**src/psau_pkg.sv**
```systemverilog
/*
 * Package for the program space access unit: register offsets, reset values,
 * field positions, table operation codes and address layout constants.
 * Assumes a classic Wishbone slave with 32-bit data and byte addresses.
 */
// Functional notes
// Table accesses form a 24-bit program address as table page above the 16-bit effective address.
// Each table page spans a 32K word region and its bit 7 picks configuration (1) or user (0) memory.
// A data address with its top bit set maps to remap page followed by its low 15 bits, a 23-bit address.
// Remapped accesses always land in user memory, never configuration memory.
// The remap window is read-only and returns only the low 16-bit word of each program word.
// Program addresses step by two per 24-bit word, giving a low word space and an upper byte space.
// A word-mode low table read returns program bits 15 to 0 unchanged.
// A byte-mode low table read returns the upper low-word byte when byte select is 1, else the lower byte.
// A word-mode high table read returns program bits 23 to 16 with data bits 15 to 8 at zero.
// A byte-mode high table read returns the selected byte on bits 7 to 0, zero for the phantom byte.
// Only the high table operations reach the upper 8 bits of a program word.
// Configuration space takes only table reads, in implemented areas; table writes there are dropped.
// Data EEPROM is reached only by low table operations; software keeps high operations off it.
// Both table reads support byte and word transfers.
// The byte select is the least significant bit of the data effective address.
// Table writes to user memory go to the flash programming logic with address and data only; the code also hands on the high and byte flags.
package psau_pkg;

    // Register byte offsets
    localparam logic [3:0] TABLE_PAGE_OFFSET  = 4'h0;
    localparam logic [3:0] REMAP_PAGE_OFFSET  = 4'h4;
    localparam logic [3:0] STATUS_OFFSET      = 4'h8;

    // Reset values
    localparam logic [7:0] TABLE_PAGE_RESET   = 8'h00;
    localparam logic [7:0] REMAP_PAGE_RESET   = 8'h00;

    // Field positions
    localparam int         CONFIG_SEL_BIT     = 7;
    localparam int         ADDR_TOP_BIT       = 15;
    localparam int         BYTE_SEL_BIT       = 0;

    // Status register bit positions
    localparam int         ST_BUSY_BIT        = 0;
    localparam int         ST_CFG_BIT         = 1;
    localparam int         ST_DROP_BIT        = 2;

    // Table operation codes
    localparam logic [1:0] OP_READ_LOW        = 2'h0;
    localparam logic [1:0] OP_READ_HIGH       = 2'h1;
    localparam logic [1:0] OP_WRITE_LOW       = 2'h2;
    localparam logic [1:0] OP_WRITE_HIGH      = 2'h3;

    typedef enum logic [2:0] {
        ST_IDLE = 3'b001,
        ST_WAIT = 3'b010,
        ST_DONE = 3'b100
    } psau_state_t;

endpackage : psau_pkg

```
**src/program_space_access_unit.sv**
```systemverilog
/*
 * Program space access unit: table reads and writes into 24-bit program
 * memory, and a read-only remap window in the upper half of data space.
 * Assumes program memory answers a read with mem_rvalid_i some cycles after
 * a one-cycle mem_rd_o pulse, and that the CPU raises one request at a time.
 */
// Design decisions made here: register access over Wishbone and the address map.
`timescale 1ns/1ps
`default_nettype none

module program_space_access_unit
    import psau_pkg::*;
(
    input  wire logic        clk_i,
    input  wire logic        rst_i,
    input  wire logic        ce_i,
    // Wishbone slave
    input  wire logic        wb_cyc_i,
    input  wire logic        wb_stb_i,
    input  wire logic        wb_we_i,
    input  wire logic [3:0]  wb_adr_i,
    input  wire logic [3:0]  wb_sel_i,
    input  wire logic [31:0] wb_dat_i,
    output logic      [31:0] wb_dat_o,
    output logic             wb_ack_o,
    // CPU table operations
    input  wire logic        table_req_i,
    input  wire logic [1:0]  table_op_i,
    input  wire logic        table_byte_i,
    input  wire logic [15:0] effective_address_i,
    input  wire logic [15:0] table_wdata_i,
    // CPU data reads through the remap window
    input  wire logic        remap_req_i,
    input  wire logic [15:0] remap_address_i,
    output logic             cpu_done_o,
    output logic      [15:0] cpu_rdata_o,
    // Program memory read port
    output logic             mem_rd_o,
    output logic      [23:0] mem_addr_o,
    output logic             mem_high_o,
    input  wire logic        mem_rvalid_i,
    input  wire logic [23:0] mem_rdata_i,
    // Flash programming logic write hand-off
    output logic             flash_wr_o,
    output logic      [23:0] flash_addr_o,
    output logic             flash_high_o,
    output logic             flash_byte_o,
    output logic      [15:0] flash_wdata_o
);

    // ******************************************************************
    // Register file
    // ******************************************************************
    logic [7:0]  table_page_reg;
    logic [7:0]  remap_page_reg;
    logic        drop_reg;
    logic        wb_hit;
    psau_state_t state_reg;

    assign wb_hit = wb_cyc_i && wb_stb_i && !wb_ack_o;

    // Only byte lane 0 carries page bits; the upper lanes are ignored
    always_ff @(posedge clk_i)
    begin
        if (rst_i)
        begin
            table_page_reg <= TABLE_PAGE_RESET;
            remap_page_reg <= REMAP_PAGE_RESET;
        end
        else if (ce_i && wb_hit && wb_we_i && wb_sel_i[0])
        begin
            if (wb_adr_i == TABLE_PAGE_OFFSET)
                table_page_reg <= wb_dat_i[7:0];
            if (wb_adr_i == REMAP_PAGE_OFFSET)
                remap_page_reg <= wb_dat_i[7:0];
        end
    end

    // Unmapped offsets read zero and still ack, so a stray access never hangs
    always_ff @(posedge clk_i)
    begin
        if (rst_i)
        begin
            wb_ack_o <= 1'b0;
            wb_dat_o <= 32'h0000_0000;
        end
        else if (ce_i)
        begin
            wb_ack_o <= wb_hit;
            wb_dat_o <= 32'h0000_0000;
            if (wb_hit && !wb_we_i)
            begin
                case (wb_adr_i)
                    TABLE_PAGE_OFFSET: wb_dat_o <= {24'h000000, table_page_reg};
                    REMAP_PAGE_OFFSET: wb_dat_o <= {24'h000000, remap_page_reg};
                    STATUS_OFFSET:
                    begin
                        wb_dat_o[ST_BUSY_BIT] <= (state_reg != ST_IDLE);
                        wb_dat_o[ST_CFG_BIT]  <= table_page_reg[CONFIG_SEL_BIT];
                        wb_dat_o[ST_DROP_BIT] <= drop_reg;
                    end
                    default: wb_dat_o <= 32'h0000_0000;
                endcase
            end
        end
    end

    // ******************************************************************
    // Address formation
    // ******************************************************************
    logic [23:0] table_addr;
    logic [23:0] remap_addr;
    logic        is_config;
    logic        is_high_op;
    logic        is_write_op;

    assign table_addr  = {table_page_reg, effective_address_i};
    // Bit 23 forced low keeps the window out of configuration memory
    assign remap_addr  = {1'b0, remap_page_reg, remap_address_i[ADDR_TOP_BIT-1:0]};
    assign is_config   = table_page_reg[CONFIG_SEL_BIT];
    assign is_high_op  = (table_op_i == OP_READ_HIGH) || (table_op_i == OP_WRITE_HIGH);
    assign is_write_op = (table_op_i == OP_WRITE_LOW) || (table_op_i == OP_WRITE_HIGH);

    // ******************************************************************
    // Request sequencing
    // ******************************************************************
    logic [1:0]  op_reg;
    logic        byte_reg;
    logic        bsel_reg;
    logic        remap_reg;
    logic        table_go;
    logic        table_read_go;
    logic        table_write_go;
    logic        remap_go;

    // Table requests win over the window when both arrive together
    assign table_go       = (state_reg == ST_IDLE) && table_req_i;
    assign table_read_go  = table_go && !is_write_op;
    assign table_write_go = table_go && is_write_op;
    assign remap_go       = (state_reg == ST_IDLE) && !table_req_i && remap_req_i && remap_address_i[ADDR_TOP_BIT];

    // Requests seen while busy are ignored; the core holds its request until done
    always_ff @(posedge clk_i)
    begin
        if (rst_i)
            state_reg <= ST_IDLE;
        else if (ce_i)
        begin
            case (state_reg)
                ST_IDLE:
                begin
                    // Configuration space writes are dropped, but still completed
                    if (table_write_go)
                        state_reg <= ST_DONE;
                    else if (table_read_go || remap_go)
                        state_reg <= ST_WAIT;
                end
                ST_WAIT:
                begin
                    if (mem_rvalid_i)
                        state_reg <= ST_DONE;
                end
                ST_DONE:
                    state_reg <= ST_IDLE;
                default:
                    state_reg <= ST_IDLE;
            endcase
        end
    end

    // Request attributes steer the read data once memory answers
    always_ff @(posedge clk_i)
    begin
        if (rst_i)
        begin
            op_reg    <= OP_READ_LOW;
            byte_reg  <= 1'b0;
            bsel_reg  <= 1'b0;
            remap_reg <= 1'b0;
        end
        else if (ce_i && table_go)
        begin
            op_reg    <= table_op_i;
            byte_reg  <= table_byte_i;
            bsel_reg  <= effective_address_i[BYTE_SEL_BIT];
            remap_reg <= 1'b0;
        end
        else if (ce_i && remap_go)
        begin
            // The window has no write path at all
            op_reg    <= OP_READ_LOW;
            byte_reg  <= 1'b0;
            bsel_reg  <= 1'b0;
            remap_reg <= 1'b1;
        end
    end

    // The strobe lasts one cycle; address and lane stand until the next read
    always_ff @(posedge clk_i)
    begin
        if (rst_i)
        begin
            mem_rd_o   <= 1'b0;
            mem_addr_o <= 24'h000000;
            mem_high_o <= 1'b0;
        end
        else if (ce_i)
        begin
            mem_rd_o <= table_read_go || remap_go;
            if (table_read_go)
            begin
                mem_addr_o <= table_addr;
                mem_high_o <= is_high_op;
            end
            else if (remap_go)
            begin
                mem_addr_o <= remap_addr;
                mem_high_o <= 1'b0;
            end
        end
    end

    // Address, data and the high and byte flags are handed on; latching and commit belong to the flash logic
    always_ff @(posedge clk_i)
    begin
        if (rst_i)
        begin
            flash_wr_o    <= 1'b0;
            flash_addr_o  <= 24'h000000;
            flash_high_o  <= 1'b0;
            flash_byte_o  <= 1'b0;
            flash_wdata_o <= 16'h0000;
        end
        else if (ce_i)
        begin
            flash_wr_o <= table_write_go && !is_config;
            if (table_write_go && !is_config)
            begin
                flash_addr_o  <= table_addr;
                flash_high_o  <= is_high_op;
                flash_byte_o  <= table_byte_i;
                flash_wdata_o <= table_wdata_i;
            end
        end
    end

    // Sticky until reset, so software can still see a refused configuration write
    always_ff @(posedge clk_i)
    begin
        if (rst_i)
            drop_reg <= 1'b0;
        else if (ce_i && table_write_go && is_config)
            drop_reg <= 1'b1;
    end

    // ******************************************************************
    // Read data steering
    // ******************************************************************
    // Steering uses the captured request, so memory may answer in any later cycle
    logic [15:0] steer_data;

    always_comb
    begin
        steer_data = 16'h0000;
        if (op_reg == OP_READ_HIGH)
        begin
            if (!byte_reg)
                steer_data = {8'h00, mem_rdata_i[23:16]};
            else if (!bsel_reg)
                steer_data = {8'h00, mem_rdata_i[23:16]};
            else
                steer_data = 16'h0000;
        end
        else if (remap_reg || !byte_reg)
            steer_data = mem_rdata_i[15:0];
        else if (bsel_reg)
            steer_data = {8'h00, mem_rdata_i[15:8]};
        else
            steer_data = {8'h00, mem_rdata_i[7:0]};
    end

    always_ff @(posedge clk_i)
    begin
        if (rst_i)
        begin
            cpu_done_o  <= 1'b0;
            cpu_rdata_o <= 16'h0000;
        end
        else if (ce_i)
        begin
            cpu_done_o <= 1'b0;
            // Writes complete the cycle after they are taken, reads once memory answers
            if (state_reg == ST_WAIT && mem_rvalid_i)
            begin
                cpu_done_o  <= 1'b1;
                cpu_rdata_o <= steer_data;
            end
            else if (state_reg == ST_IDLE && table_req_i && is_write_op)
                cpu_done_o <= 1'b1;
        end
    end

endmodule : program_space_access_unit

`default_nettype wire

```
**config.mk**
```make
export PLATFORM = sky130hd
export DESIGN_NAME = program_space_access_unit
export DESIGN_NICKNAME = d
export VERILOG_FILES = /design/src/psau_pkg.sv /design/src/program_space_access_unit.sv
export SDC_FILE = /design/constraint.sdc
export NUM_CORES = 1
export LEC_CHECK = 0
export ABC_AREA = 1
export BUFFER_PORTS_ARGS = -buffer_cell sky130_fd_sc_hd__buf_2
export CORE_UTILIZATION = 44
export CTS_BUF_LIST = sky130_fd_sc_hd__clkbuf_4 sky130_fd_sc_hd__clkbuf_8
export CTS_CLUSTER_SIZE = 25
export DETAILED_ROUTE_END_ITERATION = 6
export GPL_TIMING_DRIVEN = 0
export PLACE_DENSITY = 0.79
export RECOVER_POWER = 25
export SLEW_MARGIN = 20
export SYNTH_ARGS = -nofsm -noshare
export SYNTH_HDL_FRONTEND = slang
export SYNTH_SLANG_ARGS = --single-unit
```
**constraint.sdc**
```tcl
create_clock -name clk_i -period 1.48 [get_ports clk_i]
set_clock_uncertainty 0.2 [all_clocks]
set_input_delay 0.148 -clock clk_i [delete_from_list [all_inputs] [get_ports clk_i]]
set_output_delay 0.148 -clock clk_i [all_outputs]
set_load 0.02 [all_outputs]
```
* Word level (Yosys, flattened, before mapping)
Index checks and enable logic that the tools add are counted.
Word-level totals: bits in registers 144, latch bits 0, bits in writable memories 0, memory bits (read-only) 0, output and inout port bits 119, word-level logic and storage cells 92, memories kept 0
Cells by class: $add $sub $neg 0, multipliers 0, div/mod/pow operators 0, magnitude comparators 0, equality and inequality tests 11, shift operators 0, multiplexer cells 23, bitwise operators 0, reduce and logical (&&, ||, !) cells 38
Operators with widths (count):
- $mux 24 | 2
- $mux 16 | 2
- $mux 8 | 4
- $logic_and 1x1->1 | 18
- $pmux 5 s2 | 1
- $reduce_and 2->1 | 5
- $mux 3 | 3
- $pmux 3 s3 | 1
- $mux 1 | 7
- $logic_not 1->1 | 6
- $pmux 3 s2 | 1
- $eq 2x1->1 const B | 2
- $eq 2x2->1 const B | 2
- $eq 4x3->1 const B | 1
- $eq 4x4->1 const B | 1
- $logic_not 4->1 | 1
- $logic_or 1x1->1 | 4
- $mux 2 | 2
- $reduce_bool 2->1 | 2
- $eq 3x1->1 const B | 1
- $eq 3x2->1 const B | 1
- $ne 3x1->1 const B | 1
- $ne 3x3->1 const B | 1
- $reduce_and 3->1 | 1
- other kinds (2) | 2

* Depth between registers and ports, before layout
Gate-level depths: netlist of the first run.
depth after elaboration 8, depth in mapped cells 10

* Worst setup path before layout of the first run
OpenSTA, ideal clock, no wires.
path kind reg2reg, from register state_reg[0], to register flash_wdata_o[10], arrival time 1234 ps, required time 1148 ps, setup slack -86 ps, stages on the path, launching flop included 9, clock period less this slack 1566 ps, cells stage by stage dfxtp_1 > inv_1 > nor2_1 > nand4_1 > nor2_2 > nand2_1 > buf_2 > nand2_1 > a21oi_1
On the way: cells in the longest elaborated chain, start to end 5
Ends and longest elaborated chain:
- start: declaration | line program_space_access_unit.sv:58 | psau_state_t state_reg;
- start signal: assignment | line program_space_access_unit.sv:146 | state_reg <= ST_IDLE;
- start signal: assignment | line program_space_access_unit.sv:154 | state_reg <= ST_DONE;
- start signal: assignment | line program_space_access_unit.sv:156 | state_reg <= ST_WAIT;
- $eq 3x1->1 | line program_space_access_unit.sv:137 | assign table_go = (state_reg == ST_IDLE) && table_req_i;
- $logic_and 1x1->1 | line program_space_access_unit.sv:137
- $logic_and 1x1->1 | line program_space_access_unit.sv:139 | assign table_write_go = table_go && is_write_op;
- $logic_and 1x1->1 | line program_space_access_unit.sv:237 | if (table_write_go && !is_config)
- $reduce_and 2->1 (no source line)
- end signal: assignment | line program_space_access_unit.sv:242 | flash_wdata_o <= table_wdata_i;
- end: declaration | line program_space_access_unit.sv:48 | output logic [15:0] flash_wdata_o
Every way passes these cells. A chain may end at the register's enable or synchronous reset.

* Worst setup path after layout of the first run
from register state_reg[0], to register mem_addr_o[4]
On the way: cells in the longest elaborated chain, start to end 6, elaborated cells on any way between the ends 9
Ends and longest elaborated chain:
- $eq 3x1->1 * | line program_space_access_unit.sv:137, program_space_access_unit.sv:140
- $logic_and 1x1->1 (3 in series) | line program_space_access_unit.sv:140 | assign remap_go = (state_reg == ST_IDLE) && !table_req_i && remap_req_i && remap_address_i[ADDR_TOP_BIT];
- $reduce_bool 2->1 (no source line)
- $reduce_and 2->1 (no source line)
- end signal: assignment | line program_space_access_unit.sv:212 | mem_addr_o <= table_addr;
- end signal: assignment | line program_space_access_unit.sv:217 | mem_addr_o <= remap_addr;
- end: declaration | line program_space_access_unit.sv:39 | output logic [23:0] mem_addr_o,
Every way passes the cells marked *; elsewhere a longest branch is shown, timed or not.

==> results of run 1 <==
[worst max-delay path, cell delays in order, from the launching register on]
cell and delay [ns]:
dfxtp_2 0.35, inv_2 0.10, nor2_4 0.04, nand4_1 0.13, buf_6 0.17, buf_8 0.16, clkinv_8 0.08, buf_12 0.15
nand2_1 0.23, nand2_1 0.14, nor2_1 0.18, nor2_1 0.09
[logic make-up (layout without fill, tap and decap cells)]
kind of cell           after synthesis  count (layout)  synth area share
AO/OA/AOI/OAI                      135             135            0.1326
buffers and inverters              133             488            0.1153
flip-flops                         120             120            0.4554
other                                1              26         0.0007109
AND/OR/NAND/NOR                    377             379            0.2960
[through the flow]
step | hold slack [ns] | cells
global route | 0.06190 | 1289
global placement | 0.2157 | 1122
CTS | -0.02463 | 1277
floorplan | 0.09540 | 789
detailed placement | 0.2254 | 1122
finish | 0.03679 | 1291
[Yosys cell counts, drive strengths merged]
| master | number |
|---|---|
| clkinv | 1 |
| o21ai | 38 |
| nand4 | 2 |
| buf | 39 |
| nand3 | 65 |
| nor3 | 2 |
| nor3b | 8 |
| o211ai | 8 |
| a211oi | 1 |
| nor2 | 80 |
| a31oi | 1 |
| nand2 | 220 |
| clkbuf | 25 |
| inv | 68 |
| dfxtp | 120 |
| a21oi | 87 |
| conb | 1 |
[how the worst min path moves through the flow]
stage,from,endpoint,depth (start not counted)
after floorplan,effective_address_i[0],bsel_reg,2
after CTS,remap_address_i[15],remap_reg,5
after global placement,table_byte_i,byte_reg,3
after detailed placement,wb_dat_i[5],remap_page_reg[5],3
final,remap_address_i[15],remap_reg,5
after global routing,remap_address_i[15],remap_reg,5
[timing repair]
item / CTS / global route
pin swaps: 55 / 76
setup endpoints to repair: 110 / 117
buffers inserted: 23 / 9
hold endpoints to repair: 99 / 0
hold buffers: 88 / 0
resized for setup: 187 / 227
cloned: 14 / 4
[final cells by class]
cell class | count | area share
Multi-Input combinational cell | 538 | 0.3509
Timing Repair Buffer | 325 | 0.2493
Sequential cell | 120 | 0.2479
Buffer | 63 | 0.05747
Clock buffer | 23 | 0.03067
Inverter | 69 | 0.03002
Tap cell | 143 | 0.01843
Clock inverter | 8 | 0.01482
Antenna cell | 2 | 0.0005154
[layer usage]
metal,vias to the layer above,GRT usage,share of wire
met4,2,0.2486,0.11
met3,376,0.1078,0.15
met1,3614,0.4149,0.31
met5,-,0,0.0015
met2,960,0.6317,0.43
li1,3150,-,-
[power breakdown]
group / switching [mW] / internal (mW)
sequential: 0.0991 / 3.35
clock: 1.51 / 2.01
combinational: 1.34 / 0.913
total: 2.95 / 6.27
[cells in the final DEF, fill, tap and decap left out, drive strengths merged, types with 24 or more instances in the layout]
cell type	count
inv	67
conb	24
dfxtp	120
o21ai	38
buf	250
nand3	66
a21oi	87
dlygate4sd3	87
clkbuf	73
nand2	221
nor2	80
==> metrics.md, run 1 <==
| Metric | Value |
|---|---|
| Via count of the routed design | 8102 |
| Layout cells sized above 1 | 0.4564 |
| Die Wd | 111.5 µm |
| Syn Inst Count | 766 |
| Port Buffer Count | 190 |
| H-tree depth | 4 |
| Drt drc | 191 |
| Cell Area, Synth | 0.005275 mm² |
| CORE AREA | 0.01156 mm² |
| Setup ws final | -0.6957 ns |
| Max FO, Critical Path | 8 |
| Antenna violations before repair | 3 |
| Pre-CTS setup slack | -0.3482 ns |
| Status | finished with violations |
| Peak Freq | 459.6 MHz |
| Design Area, Final | 0.009711 mm² |
| CTS tree | yes |
| CP arrival | 2.32 ns |
| Final-report max-slew violation count | 0 |
| Min cycle time layout | 2.176 ns |
| Critical Path Start Type | flip-flop |
| Critical Path RT | 1.62 ns |
| Remaining Overflow, GRT | 0 |
| Post-layout power | 9.228 mW |
| Worst r2r dst | mem_addr_o[4] |
| Final Cycle Share | 1.470 |
| Hold Path Class | input port to flip-flop |
| Via density | 6.276 |
| Synth unique cells | 20 |
| Peak VDD IR | 905.9 µV |
| Worst-Margin Slew | 0.9240 ns |
| HPWL after DPL | 11680 µm |
| Clk sinks | 120 |
| Initial core utilization | 0.4561 |
| Ports | 243 |
| Clk buf depth | 2 |
| R2r setup slk | -0.70 ns |
| GRT Resource Usage Total | 0.3757 |
| Maxcap violations | 0 |
| Chip height | 111.5 µm |
| Share of the synthesized area in the top cell type | 0.4554 |
| Drt initial violations | 1429 |
| Max-slew headroom | 0.3840 |
| Reg2Reg Depth | 11 |
| R2R Path Start | state_reg[0] |
| Final setup fails | 119 |
| Avg Inst Size Synth | 6.887 µm² |
| CTS Buf Count | 17 |
| First-pass GRT wire length | 36210 µm |
| Setup TNS | -38.46 ns |
| DRT antenna net count | 0 |
| Failing checks | DRC, setup timing |
| Root buf cell | clkbuf_8 |
| Routed len/inst | 24.81 µm |
| Gpl congestion | 0.9133 |
| Synth warn | 0 |
| Final core occ | 0.8397 |
| Site Rows | 39 |
| PD cells | 950.3 mW/mm² |
| Nets | 1258 |
| Vias in the first global route | 6949 |
| Pre-antenna DRT Iters | 7 |
| Largest net degree at the start of global routing | 17 |
| Critical setup path kind | flip-flop to flip-flop |
| Multi-input gate area | 0.003407 mm² |
| Worst setup path endpoint | mem_addr_o[4] |
| Leak | 4.370 nW |
| Hold Violations, Final | 0 |
| #FFs+latches synth | 120 |
| Top cells by area, synth | dfxtp_1, nand2_1, a21oi_1 |
| Die area | 0.01243 mm² |
| Setup repair after global routing missed its margin | true |
| Crit path launch | state_reg[0] |
| Setup crit end kind | flip-flop |
| Fill cell count | 563 |
| Area leader, netlist | dfxtp_1 |
| Drt total wl | 32030 µm |
| FF/Latch Area | 0.002407 mm² |
| Placed Area | 0.006551 mm² |
| Area Overhead vs Synth | 84.08% |
| Sequential-to-total area share from yosys stat | 0.4554 |
| Clock slew at reported path FFs | 0.09 ns |
| Worst-skew pair later-pin latency | 0.47 ns |
| Largest regs | flash_addr_o (24), mem_addr_o (24) |
No activity file was read; power rests on OpenSTA's default activity.
==> run 2, diff against run 1 <==
--- a/config.mk
+++ b/config.mk
@@ -14,6 +14,7 @@
 export GPL_TIMING_DRIVEN = 0
 export PLACE_DENSITY = 0.79
 export RECOVER_POWER = 25
+export REMOVE_ABC_BUFFERS = 1
 export SLEW_MARGIN = 20
 export SYNTH_ARGS = -nofsm -noshare
 export SYNTH_HDL_FRONTEND = slang
==> run 2 against run 1 <==
Net effect:
- the flow finishes with violations (DRC, hold timing, setup timing)
- sequential power about the same
- global-route usage is 5.4 points lower
- core utilization down 8.4 points
- setup slack gained 0.34 ns
- sequential share of layout area grew 2.8 points
- register-to-register slack improved by 0.34 ns
- largest cell class unchanged
==> metrics.md, run 2 (synthesis results as in run 1) <==
| Metric | Value |
|---|---|
| DRT antenna net count | 0 |
| CTS Buf Count | 17 |
| Most common cell after layout, fill and taps aside | buf_2 |
| Via count of the routed design | 6623 |
| Pre-antenna DRT Iters | 7 |
| Chip height | 111.5 µm |
| Flop pwr share | 0.418 |
| First-pass GRT wire length | 31100 µm |
| WP buf/inv | 4 |
| Routed len/inst | 17.19 µm |
| PD cells | 938.5 mW/mm² |
| Number of cells on the critical path | 9 |
| H-tree depth | 4 |
| Critical Path Start Type | flip-flop |
| Antenna cells | 0 |
| Final Cycle Share | 1.238 |
| Gate power share | 0.224 |
| Setup ws final | -0.3528 ns |
| Leak | 3.918 nW |
| Critical setup path kind | flip-flop to flip-flop |
| Hold Slack | -0.03638 ns |
| Setup crit end kind | flip-flop |
| Status | finished with violations |
| Hold Violations, Final | 14 |
| Final setup fails | 94 |
| Ports | 243 |
| Setup TNS | -21.91 ns |
| Crit-path cells | inv_2 > nor2_4 > nand4_1 > buf_6 > nor2_4 > buf_8 > buf_16 > nand3_1 > a21oi_2 |
| Peak VDD IR | 809.1 µV |
| Die area | 0.01243 mm² |
| Largest net degree at the start of global routing | 71 |
| Setup repair after global routing missed its margin | true |
| Fin cells | 1234 |
| Layout cells sized above 1 | 0.3492 |
| Clock Power Share | 0.358 |
| Die Wd | 111.5 µm |
| Max-slew headroom | 0.5768 |
| Worst-Margin Slew | 0.6341 ns |
| Failing checks | DRC, hold timing, setup timing |
| Via density | 5.367 |
| Area Overhead vs Synth | 65.65% |
| CP arrival | 2.00 ns |
| Pint | 5.802 mW |
| Most used cell, CP | nor2_4 |
| Peak Freq | 545.6 MHz |
| Worst-skew pair later-pin latency | 0.45 ns |
| Gpl congestion | 0.7884 |
| Clk sinks | 120 |
| Sw Share | 0.2925 |
| Fill cell count | 789 |
| Critical-path top delay cell | dfxtp_2 |
| Maxcap violations | 0 |
| Min cycle time layout | 1.833 ns |
| Largest regs | flash_addr_o (24), mem_addr_o (24) |
| CP peak stage delay | 0.36 ns |
| Most frequent cells in the layout | buf_2, nand2_1, dfxtp_1, dlygate4sd3_1, a21oi_1 |
| Drt initial violations | 571 |
| GRT Resource Usage Total | 0.3215 |
| Nets | 1203 |
| R2r setup slk | -0.35 ns |
| WHS Path Cells | 2 |
| Max FO, Critical Path | 23 |
| Remaining Overflow, GRT | 0 |
| CTS tree | yes |
| Drt drc | 16 |
| DP Cell Count | 1065 |
| Reg2Reg Depth | 9 |
| Site Rows | 39 |
| Initial core utilization | 0.4561 |
| Psw | 2.399 mW |
| Hold Path Class | input port to flip-flop |
| Final-report max-slew violation count | 0 |
| Root buf cell | clkbuf_8 |
| Drt total wl | 21220 µm |
| Clk buf depth | 2 |
| Clock slew at reported path FFs | 0.07 ns |
| Cell family with most CP delay | simple AND/OR/NAND/NOR gates |
| CORE AREA | 0.01156 mm² |
| Critical Path RT | 1.65 ns |
| Antenna violations before repair | 0 |
| HPWL after DPL | 9988 µm |
| Port Buffer Count | 191 |
| Vias in the first global route | 6352 |
run 2: changes by cell type in the layout (fill, tap and decap cells not counted), sizes merged, moves of 2 or more:
| cell | previous run | this run |
|---|---|---|
| dlygate4sd3 | 87 | 91 |
| bufinv | 4 | 1 |
| clkinv | 6 | 2 |
| nand2 | 221 | 223 |
| clkbuf | 73 | 57 |
| buf | 250 | 208 |
| diode | 2 | 0 |
run 2: cell type report:
cell class              instances  area, µm²  share of cell area
repair buffers                329       2499              0.2859
multi-input cells             542       2984              0.3415
inverters                      69      279.0             0.03193
flip-flops and latches        120       2407              0.2755
well taps                     143      178.9             0.02048
clock inverters                 2      35.03            0.004009
clock buffers                  29      355.3             0.04066
run 2: worst register-to-register path, cell delays in order (launching register included):
cell and delay (ns):
dfxtp_2 0.36, inv_2 0.06, nor2_4 0.11, nand4_1 0.12
buf_6 0.15, nor2_4 0.13, buf_8 0.13, buf_16 0.15
nand3_1 0.14, a21oi_2 0.20
run 2: worst paths after layout:
kind                                    from          endpoint
worst min-delay path                   rst_i    mem_addr_o[23]
worst max register to register  state_reg[0]  flash_wdata_o[1]
worst min register to register      drop_reg          drop_reg
worst max-delay path            state_reg[0]  flash_wdata_o[1]
run 2: metrics by stage:
step                      setup WS, ns  hold WS (ns)  utilization  cell area, µm²  total power [mW]
final                          -0.3528      -0.03638       0.7556            8738             8.201
after global routing           -0.4154      -0.01265       0.7556            8738             8.496
after CTS                      -0.2832      -0.08019       0.7213            8342             7.981
after detailed placement        -1.075        0.2229       0.5441            6292             4.557
after global placement          -2.912        0.2101       0.5315            6147             4.495
after floorplan                 -1.419       0.01707            -            5012             4.091
run 2: power by group through the flow:
stage	clock network, mW	logic (mW)	registers [mW]
finish	2.94	1.84	3.43
global route	3.12	1.95	3.44
CTS	2.93	1.63	3.41
detailed placement	0	1.08	3.48
global placement	0	1.02	3.47
floorplan	0	0.496	3.59
run 2: what timing repair did:
item                                    4_1_cts  5_1_grt
hold endpoints to repair                    111        6
hold buffers                                 89        4
gates resized for setup                     107      107
endpoints found under the setup margin      111      118
pin swaps                                    22       21
cloned                                       11        2
setup buffers                                22       14
run 2: layer usage:
layer  GRT usage  wire [µm]
met1      0.3475       7631
met2      0.5600      10550
met3     0.09635       1989
met4      0.1838       1041
met5           0          0
